`config.mk`:
```
export PLATFORM = sky130hd
export DESIGN_NAME = lrh_handler
export DESIGN_NICKNAME = d
export VERILOG_FILES = /design/src/lrh_pkg.sv /design/src/lrh_handler.sv
export VERILOG_INCLUDE_DIRS = /design/src
export SDC_FILE = /design/constraint.sdc
export NUM_CORES = 2
export LEC_CHECK = 0
export ABC_CLOCK_PERIOD_IN_PS = 16900
export BUFFER_PORTS_ARGS = -buffer_cell sky130_fd_sc_hd__buf_2
export CAP_MARGIN = 15
export CORE_ASPECT_RATIO = 0.8
export CORE_MARGIN = 2
export CORE_UTILIZATION = 39
export CTS_BUF_LIST = sky130_fd_sc_hd__clkbuf_8
export CTS_CLUSTER_SIZE = 8
export DETAILED_ROUTE_END_ITERATION = 8
export PLACE_DENSITY_LB_ADDON = 0.2
export SETUP_SLACK_MARGIN = 0.02
export SKIP_CTS_REPAIR_TIMING = 1
export SYNTH_ARGS = -nofsm -noshare
export SYNTH_HDL_FRONTEND = slang
export SYNTH_SLANG_ARGS = --single-unit
```
`constraint.sdc`:
```
create_clock -name i_clock -period 16.9 [get_ports i_clock]
set_input_delay 1.69 -clock i_clock [delete_from_list [all_inputs] [get_ports i_clock]]
set_output_delay 1.69 -clock i_clock [all_outputs]
set_load 0.01 [all_outputs]
```
`src/lrh_defines.svh`:
```
// Constants for the loader request handler
`ifndef LRH_DEFINES_SVH
`define LRH_DEFINES_SVH
// Request codes written by the controller
`define LRH_REQ_NONE       16'h0000
`define LRH_REQ_BLANKET    16'h0100
`define LRH_REQ_POLL1      16'h0200
`define LRH_REQ_POLL2      16'h0300
`define LRH_REQ_SEL1       16'h0400
`define LRH_REQ_SEL2       16'h0500
`define LRH_REQ_RANDOM_HI  8'h06
// Error codes placed in the response status word
`define LRH_NEGATIVE_ACK_ERROR     16'hff00
`define LRH_UNKNOWN_COMMAND_ERROR  16'hff01
`define LRH_EMPTY_POLL_ERROR       16'hff02
`define LRH_BAD_REQUEST_ERROR      16'hff03
`define LRH_OUTPUT_UNDERRUN_ERROR  16'hff04
`define LRH_INPUT_OVERFLOW_ERROR   16'hff05
`define LRH_POLL_LENGTH_ERROR      16'hff06
// Input word positions
`define LRH_IDX_STATUS     4'h0
`define LRH_IDX_ERR_CMD    4'h1
`define LRH_IDX_ERR_LEN    4'h2
`define LRH_IDX_FIRST_RES  4'h1
// Output word positions
`define LRH_IDX_FIRST_PAR  4'h1
`define LRH_IDX_RND_DATA   4'h2
`define LRH_IDX_BLK_DATA   4'h1
// Words reserved ahead of select and poll data
`define LRH_RND_OUT_RSV    8'h02
`define LRH_BLK_OUT_RSV    8'h01
`define LRH_IN_RSV         8'h01
// Blanket poll command list, other known commands and standard lengths
`define LRH_BLANKET_CNT    2'h3
`define LRH_CMD_LOAD_A     16'h2050
`define LRH_CMD_LOAD_B     16'h2052
`define LRH_CMD_PROC_ST    16'h2040
`define LRH_CMD_MAT_MODE   16'h2048
`define LRH_CMD_MAT_SET    16'h2049
`define LRH_CMD_LOAD_A_SET 16'h2051
`define LRH_LEN_VALUE      8'h04
`define LRH_LEN_STATUS     8'h02
`define LRH_LEN_CMD_WORD   8'h02
`endif

```
`src/lrh_pkg.sv`:
```
// Types for the loader request handler
`default_nettype none
package lrh_pkg;
  // One-hot sequencer states
  typedef enum logic [5:0] {
    LRH_IDLE   = 6'b000001,
    LRH_DECODE = 6'b000010,
    LRH_CHECK  = 6'b000100,
    LRH_SEND   = 6'b001000,
    LRH_XFER   = 6'b010000,
    LRH_EVAL   = 6'b100000
  } lrh_state_t;
  // Kind of request being executed
  typedef enum logic [1:0] {
    LRH_M_BLANKET = 2'h0,
    LRH_M_BLOCK   = 2'h1,
    LRH_M_RANDOM  = 2'h2
  } lrh_mode_t;
endpackage
`default_nettype wire

```
`src/lrh_handler.sv`:
```
// Loader request handler: request decode, sequencing, result and error words
`timescale 1ns/1ps
`default_nettype none
`include "lrh_defines.svh"
////////////////////////////////////////////////////////////////////////////////
module lrh_fifo #(
  parameter int W = 8,
  parameter int D = 16
) (
  input  wire logic         i_clock,
  input  wire logic         i_resetn,
  input  wire logic         i_ce,
  input  wire logic         i_in_valid,
  input  wire logic [W-1:0] i_in_data,
  output logic              o_in_ready,
  output logic              o_out_valid,
  output logic [W-1:0]      o_out_data,
  input  wire logic         i_out_ready
);
  localparam int AW = $clog2(D);
  localparam logic [AW:0] FULL = D[AW:0];
  logic [W-1:0]  mem [D];
  logic [AW-1:0] wp_r;
  logic [AW-1:0] rp_r;
  logic [AW:0]   cnt_r;
  logic [AW:0]   cnt_nxt;
  logic          rdy_r;
  logic          vld_r;
  wire           push = i_in_valid & rdy_r;
  wire           pop  = vld_r & i_out_ready;
  // Flags registered from the next count so both stay honest
  assign cnt_nxt     = cnt_r + {{AW{1'b0}}, push} - {{AW{1'b0}}, pop};
  assign o_in_ready  = rdy_r;
  assign o_out_valid = vld_r;
  assign o_out_data  = mem[rp_r];
  // Pointer and flag update
  always_ff @(posedge i_clock) begin
    if (!i_resetn) begin
      wp_r  <= '0;
      rp_r  <= '0;
      cnt_r <= '0;
      rdy_r <= 1'b0;
      vld_r <= 1'b0;
    end else if (i_ce) begin
      if (push) wp_r <= wp_r + 1'b1;
      if (pop) rp_r <= rp_r + 1'b1;
      cnt_r <= cnt_nxt;
      rdy_r <= (cnt_nxt != FULL);
      vld_r <= (cnt_nxt != '0);
    end
  end
  // Storage needs no reset
  always_ff @(posedge i_clock) begin
    if (i_ce && push) mem[wp_r] <= i_in_data;
  end
endmodule
////////////////////////////////////////////////////////////////////////////////
module lrh_handler import lrh_pkg::*; #(
  parameter int N_IN   = 10,
  parameter int N_OUT  = 12,
  parameter int BLK_D  = 8,
  parameter int FIFO_D = 16
) (
  input  wire logic        i_clock,
  input  wire logic        i_resetn,
  input  wire logic        i_ce,
  input  wire logic        i_out_wr,
  input  wire logic [3:0]  i_out_idx,
  input  wire logic [15:0] i_out_data,
  input  wire logic [3:0]  i_in_idx,
  output logic      [15:0] o_in_data,
  input  wire logic        i_cfg_wr,
  input  wire logic [1:0]  i_cfg_blk,
  input  wire logic [2:0]  i_cfg_ent,
  input  wire logic [15:0] i_cfg_cmd,
  input  wire logic [7:0]  i_cfg_len,
  output logic             o_lnk_req,
  output logic      [15:0] o_lnk_cmd,
  output logic      [7:0]  o_lnk_len,
  output logic             o_lnk_sel,
  input  wire logic        i_lnk_ack,
  output logic             o_tx_valid,
  output logic      [7:0]  o_tx_byte,
  input  wire logic        i_tx_ready,
  input  wire logic        i_rx_valid,
  input  wire logic [7:0]  i_rx_byte,
  output logic             o_rx_ready,
  input  wire logic        i_lnk_done,
  input  wire logic        i_lnk_nak,
  output logic             o_busy
);
  // Byte capacities of the word buffers
  localparam logic [7:0] IN_CAP  = 8'((N_IN - 1) * 2);
  localparam logic [7:0] RND_CAP = 8'((N_OUT - 2) * 2);
  localparam logic [7:0] BLK_CAP = 8'((N_OUT - 1) * 2);
  logic [15:0] out_w [N_OUT];
  logic [15:0] in_w  [N_IN];
  logic [15:0] cfg_cmd [4*BLK_D];
  logic [7:0]  cfg_len [4*BLK_D];
  lrh_state_t  st_r;
  lrh_mode_t   mode_r;
  logic [15:0] status_r;
  logic [15:0] req_r;
  logic        armed_r;
  logic [1:0]  blk_r;
  logic [2:0]  ent_r;
  logic [7:0]  iptr_r;
  logic [7:0]  optr_r;
  logic [7:0]  rx_cnt_r;
  logic [7:0]  tx_left_r;
  logic        done_r;
  logic        nak_r;
  logic        err_wr_r;
  logic [15:0] err_cmd_r;
  logic [7:0]  err_len_r;
  logic        fifo_vld;
  logic [7:0]  fifo_byte;
  logic        fifo_pop;
  // Receive bytes are queued so the link can run ahead of the buffer writes
  lrh_fifo #(.W(8), .D(FIFO_D)) u_rx_fifo (
    .i_clock     (i_clock),
    .i_resetn    (i_resetn),
    .i_ce        (i_ce),
    .i_in_valid  (i_rx_valid),
    .i_in_data   (i_rx_byte),
    .o_in_ready  (o_rx_ready),
    .o_out_valid (fifo_vld),
    .o_out_data  (fifo_byte),
    .i_out_ready (fifo_pop)
  );
  // Request decode
  wire [15:0] req_in   = out_w[0];
  wire        is_blank = (req_r == `LRH_REQ_BLANKET);
  wire        is_p1    = (req_r == `LRH_REQ_POLL1);
  wire        is_p2    = (req_r == `LRH_REQ_POLL2);
  wire        is_s1    = (req_r == `LRH_REQ_SEL1);
  wire        is_s2    = (req_r == `LRH_REQ_SEL2);
  wire        is_rnd   = (req_r[15:8] == `LRH_REQ_RANDOM_HI);
  wire        is_blk   = is_p1 | is_p2 | is_s1 | is_s2;
  wire [1:0]  blk_sel  = {is_s1 | is_s2, is_p2 | is_s2};
  // Current command: blanket list, block entry or parameter word
  wire [4:0]  cfg_a    = {blk_r, ent_r};
  wire [15:0] blank_cmd = (ent_r == 3'h0) ? `LRH_CMD_LOAD_A :
                          (ent_r == 3'h1) ? `LRH_CMD_LOAD_B : `LRH_CMD_PROC_ST;
  wire [15:0] cur_cmd  = (mode_r == LRH_M_BLOCK)  ? cfg_cmd[cfg_a] :
                         (mode_r == LRH_M_RANDOM) ? out_w[`LRH_IDX_FIRST_PAR]
                                                  : blank_cmd;
  wire [7:0]  given_len = (mode_r == LRH_M_BLOCK)  ? cfg_len[cfg_a] :
                          (mode_r == LRH_M_RANDOM) ? req_r[7:0] : 8'h00;
  // Standard lengths; anything else needs an explicit length
  wire [7:0]  std_len  = (cur_cmd == `LRH_CMD_LOAD_A)     ? `LRH_LEN_VALUE :
                         (cur_cmd == `LRH_CMD_LOAD_B)     ? `LRH_LEN_VALUE :
                         (cur_cmd == `LRH_CMD_LOAD_A_SET) ? `LRH_LEN_VALUE :
                         (cur_cmd == `LRH_CMD_PROC_ST)    ? `LRH_LEN_STATUS :
                         (cur_cmd == `LRH_CMD_MAT_MODE)   ? `LRH_LEN_STATUS :
                         (cur_cmd == `LRH_CMD_MAT_SET)    ? `LRH_LEN_STATUS : 8'h00;
  wire [7:0]  cur_len  = (given_len != 8'h00) ? given_len : std_len;
  wire        cur_sel  = cur_cmd[0]; // Odd second command byte writes
  wire [7:0]  hdr_len  = (mode_r == LRH_M_BLANKET) ? `LRH_LEN_CMD_WORD : 8'h00;
  wire [8:0]  in_need  = {1'b0, iptr_r} + {1'b0, cur_len} + {1'b0, hdr_len};
  wire [8:0]  out_need = {1'b0, optr_r} + {1'b0, cur_len};
  wire [7:0]  out_cap  = (mode_r == LRH_M_RANDOM) ? RND_CAP : BLK_CAP;
  wire        in_ovf   = in_need > {1'b0, IN_CAP};
  wire        out_unr  = out_need > {1'b0, out_cap};
  // Next entry of the running list
  wire [2:0]  ent_nx   = ent_r + 3'h1;
  wire        more     = (mode_r == LRH_M_BLANKET) ? (ent_nx < {1'b0, `LRH_BLANKET_CNT}) :
                         (mode_r == LRH_M_BLOCK)   ? ((ent_r != 3'(BLK_D - 1)) &&
                                                      (cfg_cmd[{blk_r, ent_nx}] != 16'h0000))
                                                   : 1'b0;
  // Select source byte and poll destination word
  wire [7:0]  obase    = (mode_r == LRH_M_RANDOM) ? `LRH_RND_OUT_RSV : `LRH_BLK_OUT_RSV;
  wire [7:0]  oword    = obase + {1'b0, optr_r[7:1]};
  wire [15:0] osrc     = out_w[oword[3:0]];
  wire [7:0]  tx_pick  = optr_r[0] ? osrc[7:0] : osrc[15:8];
  wire [7:0]  iword    = `LRH_IN_RSV + {1'b0, iptr_r[7:1]};
  wire        in_room  = iptr_r < IN_CAP;
  wire        tx_go    = (st_r == LRH_XFER) && (tx_left_r != 8'h00) &&
                         (!o_tx_valid || i_tx_ready);
  assign fifo_pop = (st_r == LRH_XFER) && fifo_vld;
  wire        xfer_end = done_r && !fifo_vld && (tx_left_r == 8'h00) &&
                         !(o_tx_valid && !i_tx_ready);
  // Controller output words and block configuration
  always_ff @(posedge i_clock) begin
    if (!i_resetn) begin
      for (int k = 0; k < N_OUT; k++) out_w[k] <= 16'h0000;
    end else if (i_ce && i_out_wr && ({28'h0, i_out_idx} < N_OUT)) begin
      out_w[i_out_idx] <= i_out_data;
    end
  end
  always_ff @(posedge i_clock) begin
    if (!i_resetn) begin
      for (int k = 0; k < 4*BLK_D; k++) cfg_cmd[k] <= 16'h0000;
    end else if (i_ce && i_cfg_wr) begin
      cfg_cmd[{i_cfg_blk, i_cfg_ent}] <= i_cfg_cmd;
    end
  end
  always_ff @(posedge i_clock) begin
    if (i_ce && i_cfg_wr) cfg_len[{i_cfg_blk, i_cfg_ent}] <= i_cfg_len;
  end
  // Result words; error details overwrite the first two
  always_ff @(posedge i_clock) begin
    if (!i_resetn) begin
      for (int k = 0; k < N_IN; k++) in_w[k] <= 16'h0000;
    end else if (i_ce) begin
      if (err_wr_r) begin
        in_w[`LRH_IDX_ERR_CMD] <= err_cmd_r;
        in_w[`LRH_IDX_ERR_LEN] <= {err_len_r, 8'h00};
      end else if (st_r == LRH_CHECK && mode_r == LRH_M_BLANKET && !in_ovf && cur_len != 8'h00) begin
        in_w[iword[3:0]] <= cur_cmd;
      end else if (fifo_pop && in_room) begin
        if (iptr_r[0]) in_w[iword[3:0]][7:0] <= fifo_byte;
        else in_w[iword[3:0]][15:8] <= fifo_byte;
      end
    end
  end
  // Read port toward the controller
  always_ff @(posedge i_clock) begin
    if (!i_resetn) o_in_data <= 16'h0000;
    else if (i_ce) o_in_data <= (i_in_idx == `LRH_IDX_STATUS) ? status_r : in_w[i_in_idx];
  end
  // Sequencer
  always_ff @(posedge i_clock) begin
    if (!i_resetn) begin
      st_r <= LRH_IDLE;
      mode_r <= LRH_M_BLANKET;
      status_r <= 16'h0000;
      req_r <= 16'h0000;
      armed_r <= 1'b0;
      blk_r <= 2'h0;
      ent_r <= 3'h0;
      iptr_r <= 8'h00;
      optr_r <= 8'h00;
      rx_cnt_r <= 8'h00;
      tx_left_r <= 8'h00;
      done_r <= 1'b0;
      nak_r <= 1'b0;
      err_wr_r <= 1'b0;
      err_cmd_r <= 16'h0000;
      err_len_r <= 8'h00;
      o_lnk_req <= 1'b0;
      o_lnk_cmd <= 16'h0000;
      o_lnk_len <= 8'h00;
      o_lnk_sel <= 1'b0;
      o_tx_valid <= 1'b0;
      o_tx_byte <= 8'h00;
      o_busy <= 1'b0;
    end else if (i_ce) begin
      err_wr_r <= 1'b0;
      if (o_tx_valid && i_tx_ready) o_tx_valid <= 1'b0;
      if (tx_go) begin
        o_tx_valid <= 1'b1;
        o_tx_byte <= tx_pick;
        optr_r <= optr_r + 8'h01;
        tx_left_r <= tx_left_r - 8'h01;
      end
      if (fifo_pop) begin
        rx_cnt_r <= rx_cnt_r + 8'h01;
        iptr_r <= iptr_r + 8'h01;
      end
      if (st_r == LRH_XFER && i_lnk_done) begin
        done_r <= 1'b1;
        nak_r <= i_lnk_nak;
      end
      case (st_r)
        LRH_IDLE: begin
          if (req_in == `LRH_REQ_NONE) begin
            status_r <= 16'h0000;
            armed_r <= 1'b1;
          end else if (armed_r) begin
            armed_r <= 1'b0;
            req_r <= req_in;
            o_busy <= 1'b1;
            st_r <= LRH_DECODE;
          end
        end
        LRH_DECODE: begin
          ent_r <= 3'h0;
          blk_r <= blk_sel;
          iptr_r <= 8'h00;
          optr_r <= 8'h00;
          mode_r <= is_blk ? LRH_M_BLOCK : is_rnd ? LRH_M_RANDOM : LRH_M_BLANKET;
          if (!(is_blank || is_blk || is_rnd) || (is_blk && cfg_cmd[{blk_sel, 3'h0}] == 16'h0000)) begin
            status_r <= `LRH_BAD_REQUEST_ERROR;
            o_busy <= 1'b0;
            st_r <= LRH_IDLE;
          end else begin
            st_r <= LRH_CHECK;
          end
        end
        LRH_CHECK: begin
          err_cmd_r <= cur_cmd;
          err_len_r <= cur_len;
          if (cur_len == 8'h00) begin
            status_r <= `LRH_UNKNOWN_COMMAND_ERROR;
            err_wr_r <= 1'b1;
            o_busy <= 1'b0;
            st_r <= LRH_IDLE;
          end else if (cur_sel ? out_unr : in_ovf) begin
            status_r <= cur_sel ? `LRH_OUTPUT_UNDERRUN_ERROR : `LRH_INPUT_OVERFLOW_ERROR;
            err_wr_r <= 1'b1;
            o_busy <= 1'b0;
            st_r <= LRH_IDLE;
          end else begin
            if (mode_r == LRH_M_BLANKET) iptr_r <= iptr_r + `LRH_LEN_CMD_WORD;
            o_lnk_req <= 1'b1;
            o_lnk_cmd <= cur_cmd;
            o_lnk_len <= cur_len;
            o_lnk_sel <= cur_sel;
            st_r <= LRH_SEND;
          end
        end
        LRH_SEND: begin
          if (i_lnk_ack) begin
            o_lnk_req <= 1'b0;
            rx_cnt_r <= 8'h00;
            done_r <= 1'b0;
            nak_r <= 1'b0;
            tx_left_r <= o_lnk_sel ? o_lnk_len : 8'h00;
            st_r <= LRH_XFER;
          end
        end
        LRH_XFER: begin
          // Drain queued bytes before judging the answer
          if (xfer_end) st_r <= LRH_EVAL;
        end
        LRH_EVAL: begin
          if (nak_r || (!o_lnk_sel && rx_cnt_r != o_lnk_len)) begin
            status_r <= nak_r ? `LRH_NEGATIVE_ACK_ERROR :
                        (rx_cnt_r == 8'h00) ? `LRH_EMPTY_POLL_ERROR :
                        `LRH_POLL_LENGTH_ERROR;
            err_wr_r <= 1'b1;
            o_busy <= 1'b0;
            st_r <= LRH_IDLE;
          end else if (more) begin
            ent_r <= ent_nx;
            st_r <= LRH_CHECK;
          end else begin
            status_r <= req_r;
            o_busy <= 1'b0;
            st_r <= LRH_IDLE;
          end
        end
        default: st_r <= LRH_IDLE;
      endcase
    end
  end
endmodule
`default_nettype wire

```
**After elaboration in Yosys (flattened, before gate mapping)**

Memory sizes are Yosys's and may differ from the RTL's. A register that Yosys moved wholly into a read port is not among the register bits.
Index checks and enable logic that the tools add are counted.

- Add/sub/neg operators: 15
- Multiply operators: 0
- Divide/modulo/power cells: 0
- Magnitude comparators: 5
- Equal/unequal tests: 36
- Shifts and indexed selects: 0
- Multiplexer cells: 133
- Bitwise gates (word level): 14
- Reduce and logical (&&, ||, !) cells: 68

Operator list:

| operator | number |
|---|---|
| 16-bit two-way mux | 14 |
| 8-bit two-way mux | 19 |
| 16-bit by 14-bit == test with 1-bit output (second input constant) | 6 |
| 16-bit one-hot mux with 4 select lines | 1 |
| 1-bit two-way mux | 61 |
| 16-bit OR reduction | 3 |
| 6-bit one-hot mux with 6 select lines | 1 |
| 16-bit by 10-bit == test with 1-bit output (second input constant) | 2 |
| 16-bit by 11-bit == test with 1-bit output (second input constant) | 2 |
| 16-bit logical NOT | 2 |
| 3-bit two-way mux | 10 |
| 8-bit by 1-bit adder with 8-bit output (second input constant) | 3 |
| 8-bit logical NOT | 3 |
| 4-bit two-way mux | 6 |
| 6-bit two-way mux | 4 |
| 8-bit nonzero test | 3 |
| 1-bit logical AND | 20 |
| 2-bit inequality test (second input constant) | 10 |
| 8-bit by 8-bit adder with 9-bit output | 2 |
| 2-bit two-way mux | 9 |
| 16-bit by 9-bit == test with 1-bit output (second input constant) | 1 |
| 8-bit one-hot mux with 2 select lines | 1 |
| 2-bit AND reduction | 8 |
| 16-bit nonzero test | 1 |
| 47 further kinds | 79 |

- Bits in registers: 172
- Bits in latches: 0
- RAM bits: 1248
- Bits in read-only memories: 0
- Input port bits: 71
- Output and inout port bits: 53
- Logic and storage cells: 305
- Memories kept: 5

Memory list:

| name | words | width | rd ports | clocked after Yosys merged registers in | wr ports | line | text |
|---|---|---|---|---|---|---|---|
| cfg_cmd | 32 | 16 | 3 | 0 | 32 | lrh_handler.sv:98 | `logic [15:0] cfg_cmd [4*BLK_D];` |
| cfg_len | 32 | 8 | 1 | 0 | 1 | lrh_handler.sv:99 | `logic [7:0] cfg_len [4*BLK_D];` |
| out_w | 12 | 16 | 3 | 0 | 12 | lrh_handler.sv:96 | `logic [15:0] out_w [N_OUT];` |
| in_w | 10 | 16 | 1 | 0 | 10 | lrh_handler.sv:97 | `logic [15:0] in_w [N_IN];` |
| u_rx_fifo.mem | 16 | 8 | 1 | 1 | 1 | lrh_handler.sv:22 | `logic [W-1:0] mem [D];` |

**Depth between registers and ports, before layout**

- Depth in word-level cells: 27
- Mapped depth: 28
- Mapped depth without buffers: 22

**Modules after synthesis**

Synthesis repeated with hierarchy kept, for this count alone.

- Cells, all modules: 4934
- Area, all modules: 70687.8 µm²

Modules (own cells, without submodules):

| module | instances | cells each | area an instance (µm²) | seq. area each (µm²) |
|---|---|---|---|---|
| lrh_handler | 1 | 4611 | 64745.8 | 40999.3 |
| lrh_fifo | 1 | 323 | 5941.9 | 4224.1 |

**Worst setup path before layout**

OpenSTA, ideal clock, no wires.

- Path kind: reg-to-reg
- Start point: register ent_r[1]
- End point: memory in_w[2][10], enable pin
- Setup time: 0.334 ns
- Data arrival time: 6.471 ns
- Required time: 16.566 ns
- Slack: 10.095 ns
- Stages on the path, launching flop included: 26
- Buffers on the path: 6
- Clock period less this slack: 6.805 ns
- Path through: dfxtp_1 -> buf_2 -> buf_2 -> buf_2 -> buf_1 -> buf_1 -> mux4_2 -> a22oi_1 -> nand3_1 -> a22o_1 -> nor4_4 -> a41oi_1 -> inv_1 -> fa_1 -> ha_1 -> fa_1 -> xnor2_1 -> a21o_1 -> o221a_2 -> o211ai_1 -> o41ai_2 -> a21oi_1 -> nor3_1 -> and4b_1 -> clkbuf_1 -> nand2b_1

RTL lines:

| what | line | text |
|---|---|---|
| start, declared | lrh_handler.sv:106 | `logic [2:0] ent_r;` |
| start signal, assigned | lrh_handler.sv:336 | `ent_r <= ent_nx;` |
| end, declared | lrh_handler.sv:97 |  |

==> impl_metrics.toml <==
[sta]
period_needed_ns = 10.36
rsz0062_at_grt = "no"
fin_tns_setup_ns = 0
setup_viol = 0
setup_slack_ns = 6.54
slew_headroom_pct = 19.1
hold_viol_final = 0
max_freq_mhz = 96.5
fin_worst_skew_ns = 0.0724
tightest_slew_ns = 1.21
slew_violations = 0
period_share_pct = 61.3

[critical_path]
worstSetupPathType = "register to register"
end_kind = "register"
cp_top_family = "compound AO/OA/AOI/OAI gates"
crit-reg2reg-launch = "ent_r[0]$_SDFFE_PN0P_"
cp.required_ns = 17.50
ff2ff_setup_slack_ns = 6.54
path_max_fanout = 59
critical_path.max_stage_delay_ns = 0.87
path_common_cell = "o21ai_0"
slowest_stage = "buf_4"
start_kind = "register"
crit_chain = "buf_4, buf_4, mux4_2, mux2i_1, o21ai_0, a32oi_1, nand4_1, nor3_1, a41oi_1, inv_1, fa_1, ha_1, fa_1, xnor2_1, a21boi_0, o21ai_0, o211ai_1, o41ai_2, and2_1, nor2b_1, o21ai_0, nor2_1"
r2r-end = "in_w[12][0]$_DFFE_PP_"
arrival_ns = 10.96
rr_worst_depth = 22
critical_path_buf_inv_count = 3

[final_layout]
multi_input_comb_area_sq_um = 23900
final_util_pct = 43.9
area_growth_pct = 11.6
fill_cells = 16102
nets = 5265
drive_gt1_share_pct = 17.9
seq_area_sq_um = 45200

[logic_synthesis]
syn_inst = 4900
yosys.area_share.simple_pct = 13.2
syn-mean-instance-area_sq_um = 14.4
ys_seq_area_share_pct = 64.0
ys_warn_count = 0
ys_types = 91
synth-seq-cells = 1567
synth_top_family_by_area = "simple AND/OR/NAND/NOR gates"
yosysTopAreaCell = "edfxtp_1"
syn_area_sq_um = 70600
synth_top_cells_by_area = "edfxtp_1 59%, mux4_2 9.9%, and2_1 5.5%, dfxtp_1 5.2%, mux2i_1 2.4%"
synthMuxAreaShare_pct = 13.2
synth-edff-count = 1384
synth_compound_area_share_pct = 5.39
synth_xor_xnor_area_share_pct = 0.484
ys_async_sr_fraction_pct = 0
yosys.area_share.adder_pct = 0.957
synth_top_area_share_pct = 58.8
synth-main-ff-cell = "edfxtp_1"

[grt]
antenna_found_initial = 20
grt_use_total_pct = 23.7
overflow = 0
grt_pass1_vias = 43329
grt_max_degree = 101
grt_pass1_wl_um = 317000

[drt]
wl_per_cell_um = 28.5
num_vias = 44545
dr_wl_met3_um = 21300
firstDrtPassIters = 6
drtIter0Drc = 5622
dr_wl_met2_um = 94500
top_layer = "met5"
drc_errors = 0
wl_met1_um = 99100
routed_wirelength_um = 220000
ant_nets = 0
vias_per_cell = 5.76

[clocking]
htree_levels = 5
clock_latency_ns = 1.01
clkTransAtPathRegs_ns = 0.07
ctsRootBufferMaster = "clkbuf_8"
cts_tree = "done"
cts-buffers-inserted = 277
clock_path_buffers = 4
cts.sink_count = 1567

[min_path]
hold_end = "o_lnk_cmd[1]$_SDFFE_PN0P_"
hp-start = "o_lnk_cmd[1]$_SDFFE_PN0P_"
hp-class = "register to register"
hold_depth = 2

[floorplanning]
die_w_um = 480
die_h_um = 385
start_util_pct = 39.3
top_level_ports = 124
rows = 139
core_region_area_sq_um = 180000
die_area_sq_um = 185000

[place]
portBuffers = 123
gp_congestion = 0.941
place_hpwl_um = 148000
place_ws_ns = 6.68

[flow_run]
cap_violations = 0

[power]
peakVddDrop_mv = 0.0812
p_leak_nw = 27.0
pwr_density_cell_nw_per_um2 = 101
power_mw = 7.94

[outcome]
status = "complete, no violations"
==> placed cells by master (no fill, tap or decap), types with 12 or more instances in the layout <==
| cell | synthesis | final |
|---|---|---|
| edfxtp_1 | 1384 | 1384 |
| and2_1 | 621 | 620 |
| nor2_1 | 416 | 413 |
| mux4_2 | 312 | 312 |
| clkbuf_8 | 0 | 297 |
| nand2_1 | 184 | 184 |
| dfxtp_1 | 183 | 178 |
| inv_1 | 59 | 169 |
| mux2i_1 | 166 | 166 |
| a21oi_1 | 148 | 148 |
| buf_4 | 12 | 135 |
| buf_2 | 21 | 120 |
| nor4_1 | 107 | 107 |
| and3_1 | 105 | 105 |
| o21ai_0 | 113 | 72 |
| conb_1 | 1 | 64 |
| nand3_1 | 63 | 62 |
| a22oi_1 | 61 | 61 |
| nor3_1 | 58 | 50 |
| ha_1 | 46 | 44 |
| a211oi_1 | 43 | 43 |
| clkinv_1 | 3 | 42 |
| o21ai_1 | 2 | 42 |
| nand2b_1 | 40 | 40 |
| nand4_1 | 40 | 40 |
| a31oi_1 | 36 | 36 |
| o211ai_1 | 30 | 30 |
| xor2_1 | 26 | 26 |
| mux4_1 | 21 | 21 |
| o221ai_1 | 15 | 15 |
| or2_2 | 14 | 14 |
| or4_1 | 14 | 14 |
| or3_1 | 13 | 13 |
| a21o_1 | 13 | 13 |
| diode_2 | 0 | 12 |
==> cells by family after synthesis <==
group | count (synthesis)
adders and majority gates | 51
buffers and inverters | 424
other | 1
AOI/OAI and AO/OA | 576
and+or+nand+nor | 1733
DFF | 1567
xor gates and xnor gates | 39
muxes | 509
==> area by class of cell <==
class	instances	share of cell area (%)
sequential	1567	57.4
multi-input combinational	2972	30.3
clock buffer	296	5.17
tap	2397	3.80
timing repair buffer	261	2.16
clock inverter	164	0.876
inverter	64	0.308
antenna	12	0.0381
==> worst max-delay path by stage <==
stage                          startpoint                     end  slack, ns  depth (start not counted)
finish              ent_r[0]$_SDFFE_PN0P_   in_w[12][0]$_DFFE_PP_       6.54                         22
global placement    ent_r[0]$_SDFFE_PN0P_  in_w[15][12]$_DFFE_PP_       6.80                         22
global route        ent_r[0]$_SDFFE_PN0P_   in_w[12][0]$_DFFE_PP_       6.02                         22
floorplan           ent_r[1]$_SDFFE_PN0P_   in_w[2][10]$_DFFE_PP_      10.09                         25
CTS                 ent_r[0]$_SDFFE_PN0P_   in_w[12][0]$_DFFE_PP_       6.67                         22
detailed placement  ent_r[0]$_SDFFE_PN0P_   in_w[12][5]$_DFFE_PP_       6.68                         22
==> synth_stat cells, types with 46 or more instances <==
cell         n
edfxtp_1  1384
and2_1     621
nor2_1     416
mux4_2     312
clkbuf_1   271
nand2_1    184
dfxtp_1    183
mux2i_1    166
a21oi_1    148
o21ai_0    113
nor4_1     107
and3_1     105
nand3_1     63
a22oi_1     61
inv_1       59
nor3_1      58
ha_1        46
==> power by group <==
part | leakage, nW | switching [mW] | internal [mW]
clock network | 2.84 | 1.55 | 1.63
logic | 9.66 | 0.237 | 0.106
registers | 14.5 | 0.0778 | 4.34
==> worst reg2reg max path, stage by stage, from the launching register on <==
cell and delay [ns]:
dfxtp_4 0.63, buf_4 0.84, buf_4 0.97, mux4_2 0.62, mux2i_1 0.34, o21ai_0 0.25, a32oi_1 0.82, nand4_1 0.30
nor3_1 0.49, a41oi_1 0.29, inv_1 0.20, fa_1 0.44, ha_1 0.23, fa_1 0.48, xnor2_1 0.21, a21boi_0 0.10
o21ai_0 0.19, o211ai_1 0.23, o41ai_2 0.80, and2_1 0.30, nor2b_1 0.28, o21ai_0 0.25, nor2_1 0.69
==> state kept, by name, summed over array words and instances (netlist names), 128 cells and up, named ones only <==
name	count
cfg_cmd	512
cfg_len	256
in_w	240
out_w	256
u_rx_fifo.mem	128
==> stage by stage <==
stage | cell area (sq um) | hold slack, ns | cells
floorplan | 70900 | 0.429 | 4963
detailed placement | 74000 | 0.445 | 7256
global placement | 74000 | 0.453 | 7256
global route | 78800 | 0.478 | 7729
CTS | 78800 | 0.458 | 7716
finish | 78800 | 0.456 | 7733
==> per-layer routing <==
| layer | GRT usage, % | vias to the layer above |
|---|---|---|
| li1 | - | 19209 |
| met1 | 35.8 | 22767 |
| met2 | 34.0 | 2189 |
| met3 | 5.66 | 372 |
| met4 | 6.31 | 8 |
| met5 | 0 | - |
No activity file was read; power rests on OpenSTA's default activity.
